## src/verilog/boot_width_pkg.sv

```systemverilog
// Shared constants and carrier types for the boot bus width strap block.
// Assumes a single 10 MHz system clock and synchronous active-low reset.
package boot_width_pkg;

	// ------------------------------------------------------------
	// Widths and encodings
	// ------------------------------------------------------------
	localparam int unsigned NUM_SELECTS = 8;
	localparam logic WIDTH_8 = 1'h0;
	localparam logic WIDTH_16 = 1'h1;

	// ------------------------------------------------------------
	// Values after reset
	// ------------------------------------------------------------
	localparam logic RST_LATCHED_WIDTH = 1'h1;
	localparam logic RST_PORT_SELECT = 1'h0;
	localparam logic RST_CLOCK_HALVING = 1'h1;
	localparam logic RST_PORT_DATA = 1'h0;

	// ------------------------------------------------------------
	// Timing
	// ------------------------------------------------------------
	localparam int unsigned CLK_FREQ_HZ = 10000000;
	localparam int unsigned RESET_MIN_MS = 250;
	localparam int unsigned RESET_MIN_CYCLES = RESET_MIN_MS * (CLK_FREQ_HZ / 1000);
	localparam int unsigned SYNC_STAGES = 2;

	// ------------------------------------------------------------
	// Carrier types
	// ------------------------------------------------------------
	typedef enum logic [2:0]
	{
		ST_RESET = 3'h1,
		ST_CAPTURE = 3'h2,
		ST_RUN = 3'h4
	} phase_t;

	typedef struct packed
	{
		logic port_select;
		logic clock_halving;
		logic port_data;
	} sw_cfg_t;

	typedef struct packed
	{
		logic port_select;
		logic clock_halving;
		logic latched_width;
	} status_t;

endpackage

```

## src/verilog/strap_sync.sv

```systemverilog
// Two-stage synchroniser for a level arriving from a pin.
// Assumes the level is slow compared with the system clock.
`timescale 1ns/1ps
module strap_sync
(
	input wire logic clk_i,
	input wire logic d_i,
	output logic q_o
);
	logic meta_q;
	logic sync_q;

	// ------------------------------------------------------------
	// Synchroniser stages
	// ------------------------------------------------------------
	always_ff @(posedge clk_i)
	begin
		meta_q <= d_i;
		sync_q <= meta_q;
	end

	assign q_o = sync_q;
endmodule

```

## src/verilog/boot_bus_width_strap.sv

```systemverilog
// Reset-time bus width configuration from the boot width strap pin.
// Assumes clk_i runs through reset and software drives the config ports.
`timescale 1ns/1ps
// Contract
// - Boot and second group A selects take width only from strap.
// - Other selects are software programmable to 8 or 16 bits.
// - Strap high or open during reset means 16-bit boot group.
// - Strap driven low throughout reset gives 8-bit boot group.
// - Strap level captured when reset deasserts.
// - Captured level readable as the latched width flag.
// - Shared pin defaults to transfer acknowledge; software may pick port bit.
// - Clock halving bit set after reset, halving the system clock.
module boot_bus_width_strap
#(
	parameter int unsigned NUM_SEL = boot_width_pkg::NUM_SELECTS
)
(
	input wire logic clk_i,
	input wire logic rstn_i,
	input wire logic boot_width_strap_i,
	input wire logic [NUM_SEL-1:0] sel_width_wr_i,
	input wire logic [NUM_SEL-1:0] sel_width_val_i,
	input wire logic cfg_wr_i,
	input wire boot_width_pkg::sw_cfg_t cfg_i,
	output logic boot_chip_select_width_o,
	output logic second_group_a_select_width_o,
	output logic [NUM_SEL-1:0] sel_width_o,
	output logic latched_width_flag_o,
	output logic transfer_acknowledge_en_o,
	output logic port_g_bit_zero_o,
	output logic port_g_bit_zero_oe_n_o,
	output logic transfer_acknowledge_o,
	output logic clock_halving_bit_o,
	output logic clk_half_en_o,
	output boot_width_pkg::status_t status_o
);
	logic strap_sync;
	logic ack_sync;
	logic strap_sample_q;
	logic latched_width_q;
	logic [NUM_SEL-1:0] sel_width_q;
	logic port_select_q;
	logic clock_halving_q;
	logic port_data_q;
	logic half_toggle_q;
	logic ack_q;
	boot_width_pkg::phase_t phase_q;

	// ------------------------------------------------------------
	// Pin synchroniser
	// ------------------------------------------------------------
	strap_sync u_strap_sync
	(
		.clk_i(clk_i),
		.d_i(boot_width_strap_i),
		.q_o(strap_sync)
	);

	// Shared pin carries the strap level and the acknowledge input alike
	assign ack_sync = strap_sync;

	// ------------------------------------------------------------
	// Reset phase tracking
	// ------------------------------------------------------------
	always_ff @(posedge clk_i)
	begin
		if (!rstn_i)
		begin
			phase_q <= boot_width_pkg::ST_RESET;
		end
		else
		begin
			case (phase_q)
				// Two steps out of reset: capture, then run
				boot_width_pkg::ST_RESET: phase_q <= boot_width_pkg::ST_CAPTURE;
				boot_width_pkg::ST_CAPTURE: phase_q <= boot_width_pkg::ST_RUN;
				boot_width_pkg::ST_RUN: phase_q <= boot_width_pkg::ST_RUN;
				default: phase_q <= boot_width_pkg::ST_RESET;
			endcase
		end
	end

	// ------------------------------------------------------------
	// Strap tracking and capture
	// ------------------------------------------------------------
	// Follow the strap while reset is held; last value is the one at release
	// Strap must settle a few cycles before release to clear the synchroniser
	always_ff @(posedge clk_i)
	begin
		if (!rstn_i)
		begin
			strap_sample_q <= strap_sync;
		end
	end

	always_ff @(posedge clk_i)
	begin
		if (!rstn_i)
		begin
			latched_width_q <= boot_width_pkg::RST_LATCHED_WIDTH;
		end
		else if (phase_q == boot_width_pkg::ST_RESET)
		begin
			// Taken once, in the first cycle after release
			// High or open means 16-bit, low means 8-bit
			latched_width_q <= strap_sample_q;
		end
		// Otherwise hold until next reset
	end

	// ------------------------------------------------------------
	// Programmable select widths
	// ------------------------------------------------------------
	// Group A selects are not in this set; their width is strap-only
	// Strobes during reset fall into the reset branch and are lost
	for (genvar i = 0; i < NUM_SEL; i++)
	begin : g_sel
		always_ff @(posedge clk_i)
		begin
			if (!rstn_i)
			begin
				sel_width_q[i] <= boot_width_pkg::WIDTH_8;
			end
			else if (sel_width_wr_i[i])
			begin
				sel_width_q[i] <= sel_width_val_i[i];
			end
		end
	end

	// ------------------------------------------------------------
	// Shared pin function and clock halving
	// ------------------------------------------------------------
	always_ff @(posedge clk_i)
	begin
		if (!rstn_i)
		begin
			port_select_q <= boot_width_pkg::RST_PORT_SELECT;
			clock_halving_q <= boot_width_pkg::RST_CLOCK_HALVING;
			port_data_q <= boot_width_pkg::RST_PORT_DATA;
		end
		else if (cfg_wr_i)
		begin
			port_select_q <= cfg_i.port_select;
			clock_halving_q <= cfg_i.clock_halving;
			// All three fields load together on one strobe
			port_data_q <= cfg_i.port_data;
		end
	end

	// Acknowledge seen only while the pin serves that function
	// Pin is active low; a low level acknowledges the cycle
	always_ff @(posedge clk_i)
	begin
		if (!rstn_i)
		begin
			ack_q <= 1'h0;
		end
		else
		begin
			ack_q <= !port_select_q && !ack_sync;
		end
	end

	// Clock enable pattern: every other cycle while halving
	// Halved clock is modelled as an enable, so no second clock exists
	always_ff @(posedge clk_i)
	begin
		if (!rstn_i)
		begin
			half_toggle_q <= 1'h0;
		end
		else if (clock_halving_q)
		begin
			half_toggle_q <= !half_toggle_q;
		end
		else
		begin
			half_toggle_q <= 1'h1;
		end
	end

	// ------------------------------------------------------------
	// Registered outputs
	// ------------------------------------------------------------
	always_ff @(posedge clk_i)
	begin
		if (!rstn_i)
		begin
			boot_chip_select_width_o <= boot_width_pkg::RST_LATCHED_WIDTH;
			second_group_a_select_width_o <= boot_width_pkg::RST_LATCHED_WIDTH;
			sel_width_o <= '0;
			latched_width_flag_o <= boot_width_pkg::RST_LATCHED_WIDTH;
			transfer_acknowledge_en_o <= 1'h1;
			port_g_bit_zero_o <= boot_width_pkg::RST_PORT_DATA;
			port_g_bit_zero_oe_n_o <= 1'h1;
			transfer_acknowledge_o <= 1'h0;
			clock_halving_bit_o <= boot_width_pkg::RST_CLOCK_HALVING;
			clk_half_en_o <= 1'h0;
			status_o <= '0;
		end
		else
		begin
			// Every output is a flop, so pins see no glitches
			boot_chip_select_width_o <= latched_width_q;
			second_group_a_select_width_o <= latched_width_q;
			sel_width_o <= sel_width_q;
			latched_width_flag_o <= latched_width_q;
			transfer_acknowledge_en_o <= !port_select_q;
			port_g_bit_zero_o <= port_data_q;
			port_g_bit_zero_oe_n_o <= !port_select_q;
			transfer_acknowledge_o <= ack_q;
			clock_halving_bit_o <= clock_halving_q;
			clk_half_en_o <= half_toggle_q;
			status_o.port_select <= port_select_q;
			status_o.clock_halving <= clock_halving_q;
			status_o.latched_width <= latched_width_q;
		end
	end
endmodule

```

## config.mk

```make
export PLATFORM = sky130hd
export DESIGN_NAME = boot_bus_width_strap
export DESIGN_NICKNAME = d
export VERILOG_FILES = /design/src/verilog/boot_width_pkg.sv /design/src/verilog/strap_sync.sv /design/src/verilog/boot_bus_width_strap.sv
export SDC_FILE = /design/constraint.sdc
export NUM_CORES = 1
export LEC_CHECK = 0
export BUFFER_PORTS_ARGS = -buffer_cell sky130_fd_sc_hd__buf_2
export CAP_MARGIN = 40
export CORE_MARGIN = 2
export CORE_UTILIZATION = 47
export CTS_CLUSTER_DIAMETER = 120
export DETAILED_ROUTE_END_ITERATION = 10
export PLACE_DENSITY = 0.86
export RECOVER_POWER = 25
export SLEW_MARGIN = 15
export SYNTH_ARGS = -nofsm -noshare
export SYNTH_HDL_FRONTEND = slang
export SYNTH_SLANG_ARGS = --single-unit
export TNS_END_PERCENT = 20
```

## constraint.sdc

```tcl
create_clock -name clk_i -period 2.7 [get_ports clk_i]
set_input_delay 0.54 -clock clk_i [delete_from_list [all_inputs] [get_ports clk_i]]
set_output_delay 0.54 -clock clk_i [all_outputs]
set_load 0.005 [all_outputs]
```

==> results by group <==
Placed design
  – PortBufs: 42
  – GPL Wtd Cong: ~0.74

Routing
  – Post-route DRC: 0
  – DR vias: ~740
  – Antenna viol nets, final: 0
  – DRT Pass-1 Iters: 4
  – Vias per cell: approximately 4.4
  – DRT iter0 DRCs: 2
  – Routed wire per std cell: between 10 and 15 µm
  – WL final: approximately 1.7 mm

Worst setup path
  – RR Startpoint: phase_q[0]
  – Critical path buffers and inverters: 2
  – Cells along the critical path: clkbuf_1, inv_4, nor3_1
  – Worst-path fanout max: 21
  – Required time worst endpoint: 2.94 ns
  – Slowest CP cell: clkbuf_1
  – CP peak stage delay: 0.54 ns
  – CP Capture Type: register
  – CP delay by family, top: buffers and inverters
  – Worst setup startpoint: rstn_i
  – Crit path depth: 3
  – Crit path kind: input port to register
  – Flop-to-flop setup slack: roughly 1.6 ns
  – Setup crit start kind: input port
  – WP data arrival: 1.59 ns
  – FF-to-FF path depth: 2

Timing
  – Slew @ Worst Pin: ~0.74 ns
  – Max Freq: 741 MHz
  – TNS Setup: 0 ns
  – Skew final: between 0.004 and 0.005 ns
  – Min cycle time layout: about 1.3 ns
  – Slew Limit Fails: 0
  – # setup viols final: 0
  – Final period utilization: between 40% and 50%
  – Hold Vio Cnt, Final: 0
  – RSZ-0062 raised after global routing: no
  – Max-slew headroom: about half

Logic synthesis
  – Area leader, netlist: dfxtp_1
  – Avg Cell Area, Syn: ~13 µm²
  – Combinational family with the most area after synthesis: simple AND/OR/NAND/NOR gates
  – EDFF count, synth: 1
  – Syn Inst Count: 94
  – Main synth FF type: dfxtp_1
  – Post-Synth XOR/XNOR Area: 1.44%
  – Synth cell types: 21
  – Mux contribution to synthesized area: 9.97%
  – Cell Area, Synth: 1220 µm²
  – Most numerous cell in the Yosys netlist: dfxtp_1
  – Top cell type's share of synthesized area: 59.2%
  – Post-Synth Adder-Cell Area: 0%
  – Simple-gate share of the synthesized area: between 20 and 25%
  – Yosys Warn Count: 0
  – Register area share after synthesis: approximately three fifths
  – Compound-gate portion of the synthesized area: between 1 and 1.5%
  – Top cells by area, synth: dfxtp_1 59%, mux2i_1 9.0%, nor2_4 8.3%, and2_1 7.7%, buf_4 2.5%
  – Commonest cells post-synth: 36 x dfxtp_1, 15 x and2_1, 11 x mux2i_1
  – Syn nets: roughly 120
  – Post-synthesis register bit count: 37
  – Post-synth ARST share: 0%

Layout
  – Inserted Diodes: 0
  – Share of cells above drive strength 1: between 40% and 50%
  – Fin nets: between 150 and 200
  – Fillers: between 200 and 250
  – Storage cell area: around 750 µm²
  – Footprint of the multi-input gates: roughly 400 µm²
  – Area grow syn2layout: 20.1%

Pwr
  – Peak supply drop: 442 µV
  – Power Total: slightly below 1 mW
  – Leakage: roughly 0.66 nW
  – Pwr/cell area: around 670 nW/µm²

Clock network
  – Post-CTS Repair Setup Buffers: 0
  – Clock tree buffer depth: 2
  – Clock transition at path regs: 0.09 ns
  – CTS tree: built
  – Post-cts resize count: 0
  – Clock sink total: 37
  – CTS Hold Buffers Added: 0
  – # H-tree levels: 2
  – Clock root buffer: clkbuf_4
  – Cts bufs inserted: 5
  – Skew-Pair Late Insertion Delay: between 0.3 and 0.4 ns

Worst hold path
  – Hold Crit Start: boot_width_strap_i
  – Hold Path Class: input port to register
  – Hold path depth: 1

GRT
  – Largest net degree at the start of global routing: 22
  – Initial antenna violation count: 0
  – GR Overflow Total: 0
  – First-pass GRT wire length: 2.95 mm
  – Total GRT Usage: between 10 and 15%
  – Vias in the first global route: between 700 and 800

Floorplanning
  – I/O pin count: 43
  – Die width: between 50 and 60 µm
  – Die Ht: 54.9 µm
  – Die area: between 3000 and 4000 µm²
  – Initial core utilization: approximately 50%
  – Core area: about 2500 µm²
  – Row Count: 18

Run
  – Max Cap Viol: 0

Outcome
  – Status: finished, final reports clean
==> metrics by stage <==
stage,util [%],cell area (µm²),cells,setup WS [ns],hold WS [ns]
final,59.6,1460,167,1.35,0.321
after global routing,59.6,1460,167,1.19,0.280
after CTS,59.6,1460,167,1.36,0.302
after detailed placement,57.4,1410,160,1.32,0.315
after global placement,57.4,1410,160,1.34,0.313
after floorplan,-,1220,94,1.50,0.310
==> cell usage in the layout (no fill, tap or decap), types with 2 or more instances in the layout <==
cell,instances
clkbuf_4,5
clkbuf_1,2
buf_2,41
nor2_4,9
nand2b_1,3
mux2i_1,11
dfxtp_1,36
and2_1,11
and2_0,4
nor3_1,2
==> worst reg2reg max path: stages, from the launching register on <==
cell     delay (ns)
dfxtp_1        0.39
nor3b_2        0.24
mux2_1         0.34
==> cells by family after synthesis <==
family / after synthesis
mux: 12
xor+xnor: 2
buf+inv: 8
flops: 37
simple gates: 32
compound gates: 3
==> state kept, by name, summed over array words and instances (netlist names) <==
register / count
ack_q: 1
clk_half_en_o: 1
clock_halving_bit_o: 1
clock_halving_q: 1
half_toggle_q: 1
latched_width_flag_o: 1
latched_width_q: 1
phase_q: 3
port_data_q: 1
port_g_bit_zero_o: 1
port_g_bit_zero_oe_n_o: 1
port_select_q: 1
sel_width_o: 8
sel_width_q: 8
status_o: 3
strap_sample_q: 1
transfer_acknowledge_o: 1
u_strap_sync.meta_q: 1
u_strap_sync.q_o: 1
==> area by class of cell <==
type,instances,area share [%]
inverters,2,0.684
multi-input cells,49,27.4
well taps,30,2.57
repair buffers,42,14.3
flip-flops and latches,37,51.3
clock buffers,7,3.76
==> layer usage <==
| metal | track usage, % | vias to the layer above | share of wire [%] |
|---|---|---|---|
| met2 | 23.2 | 31 | 48 |
| met4 | 11.0 | 0 | 1.5 |
| met1 | 15.8 | 323 | 41 |
| met3 | 5.65 | 2 | 9.2 |
| met5 | 0 | - | 0 |
| li1 | - | 386 | - |
==> where the power goes <==
part,switching [mW],total [mW],leakage (nW),internal [mW]
combinational,0.0448,0.0989,0.326,0.0541
sequential,0.0184,0.602,0.307,0.584
clock,0.151,0.274,0.0314,0.123
total,0.215,0.976,0.665,0.761
==> path summary, 6_finish.rpt <==
check	to
worst max register to register	latched_width_q
worst max-delay path	phase_q[2]
worst min-delay path	u_strap_sync.meta_q
worst min register to register	u_strap_sync.q_o
(Power assumes the default switching activity.)
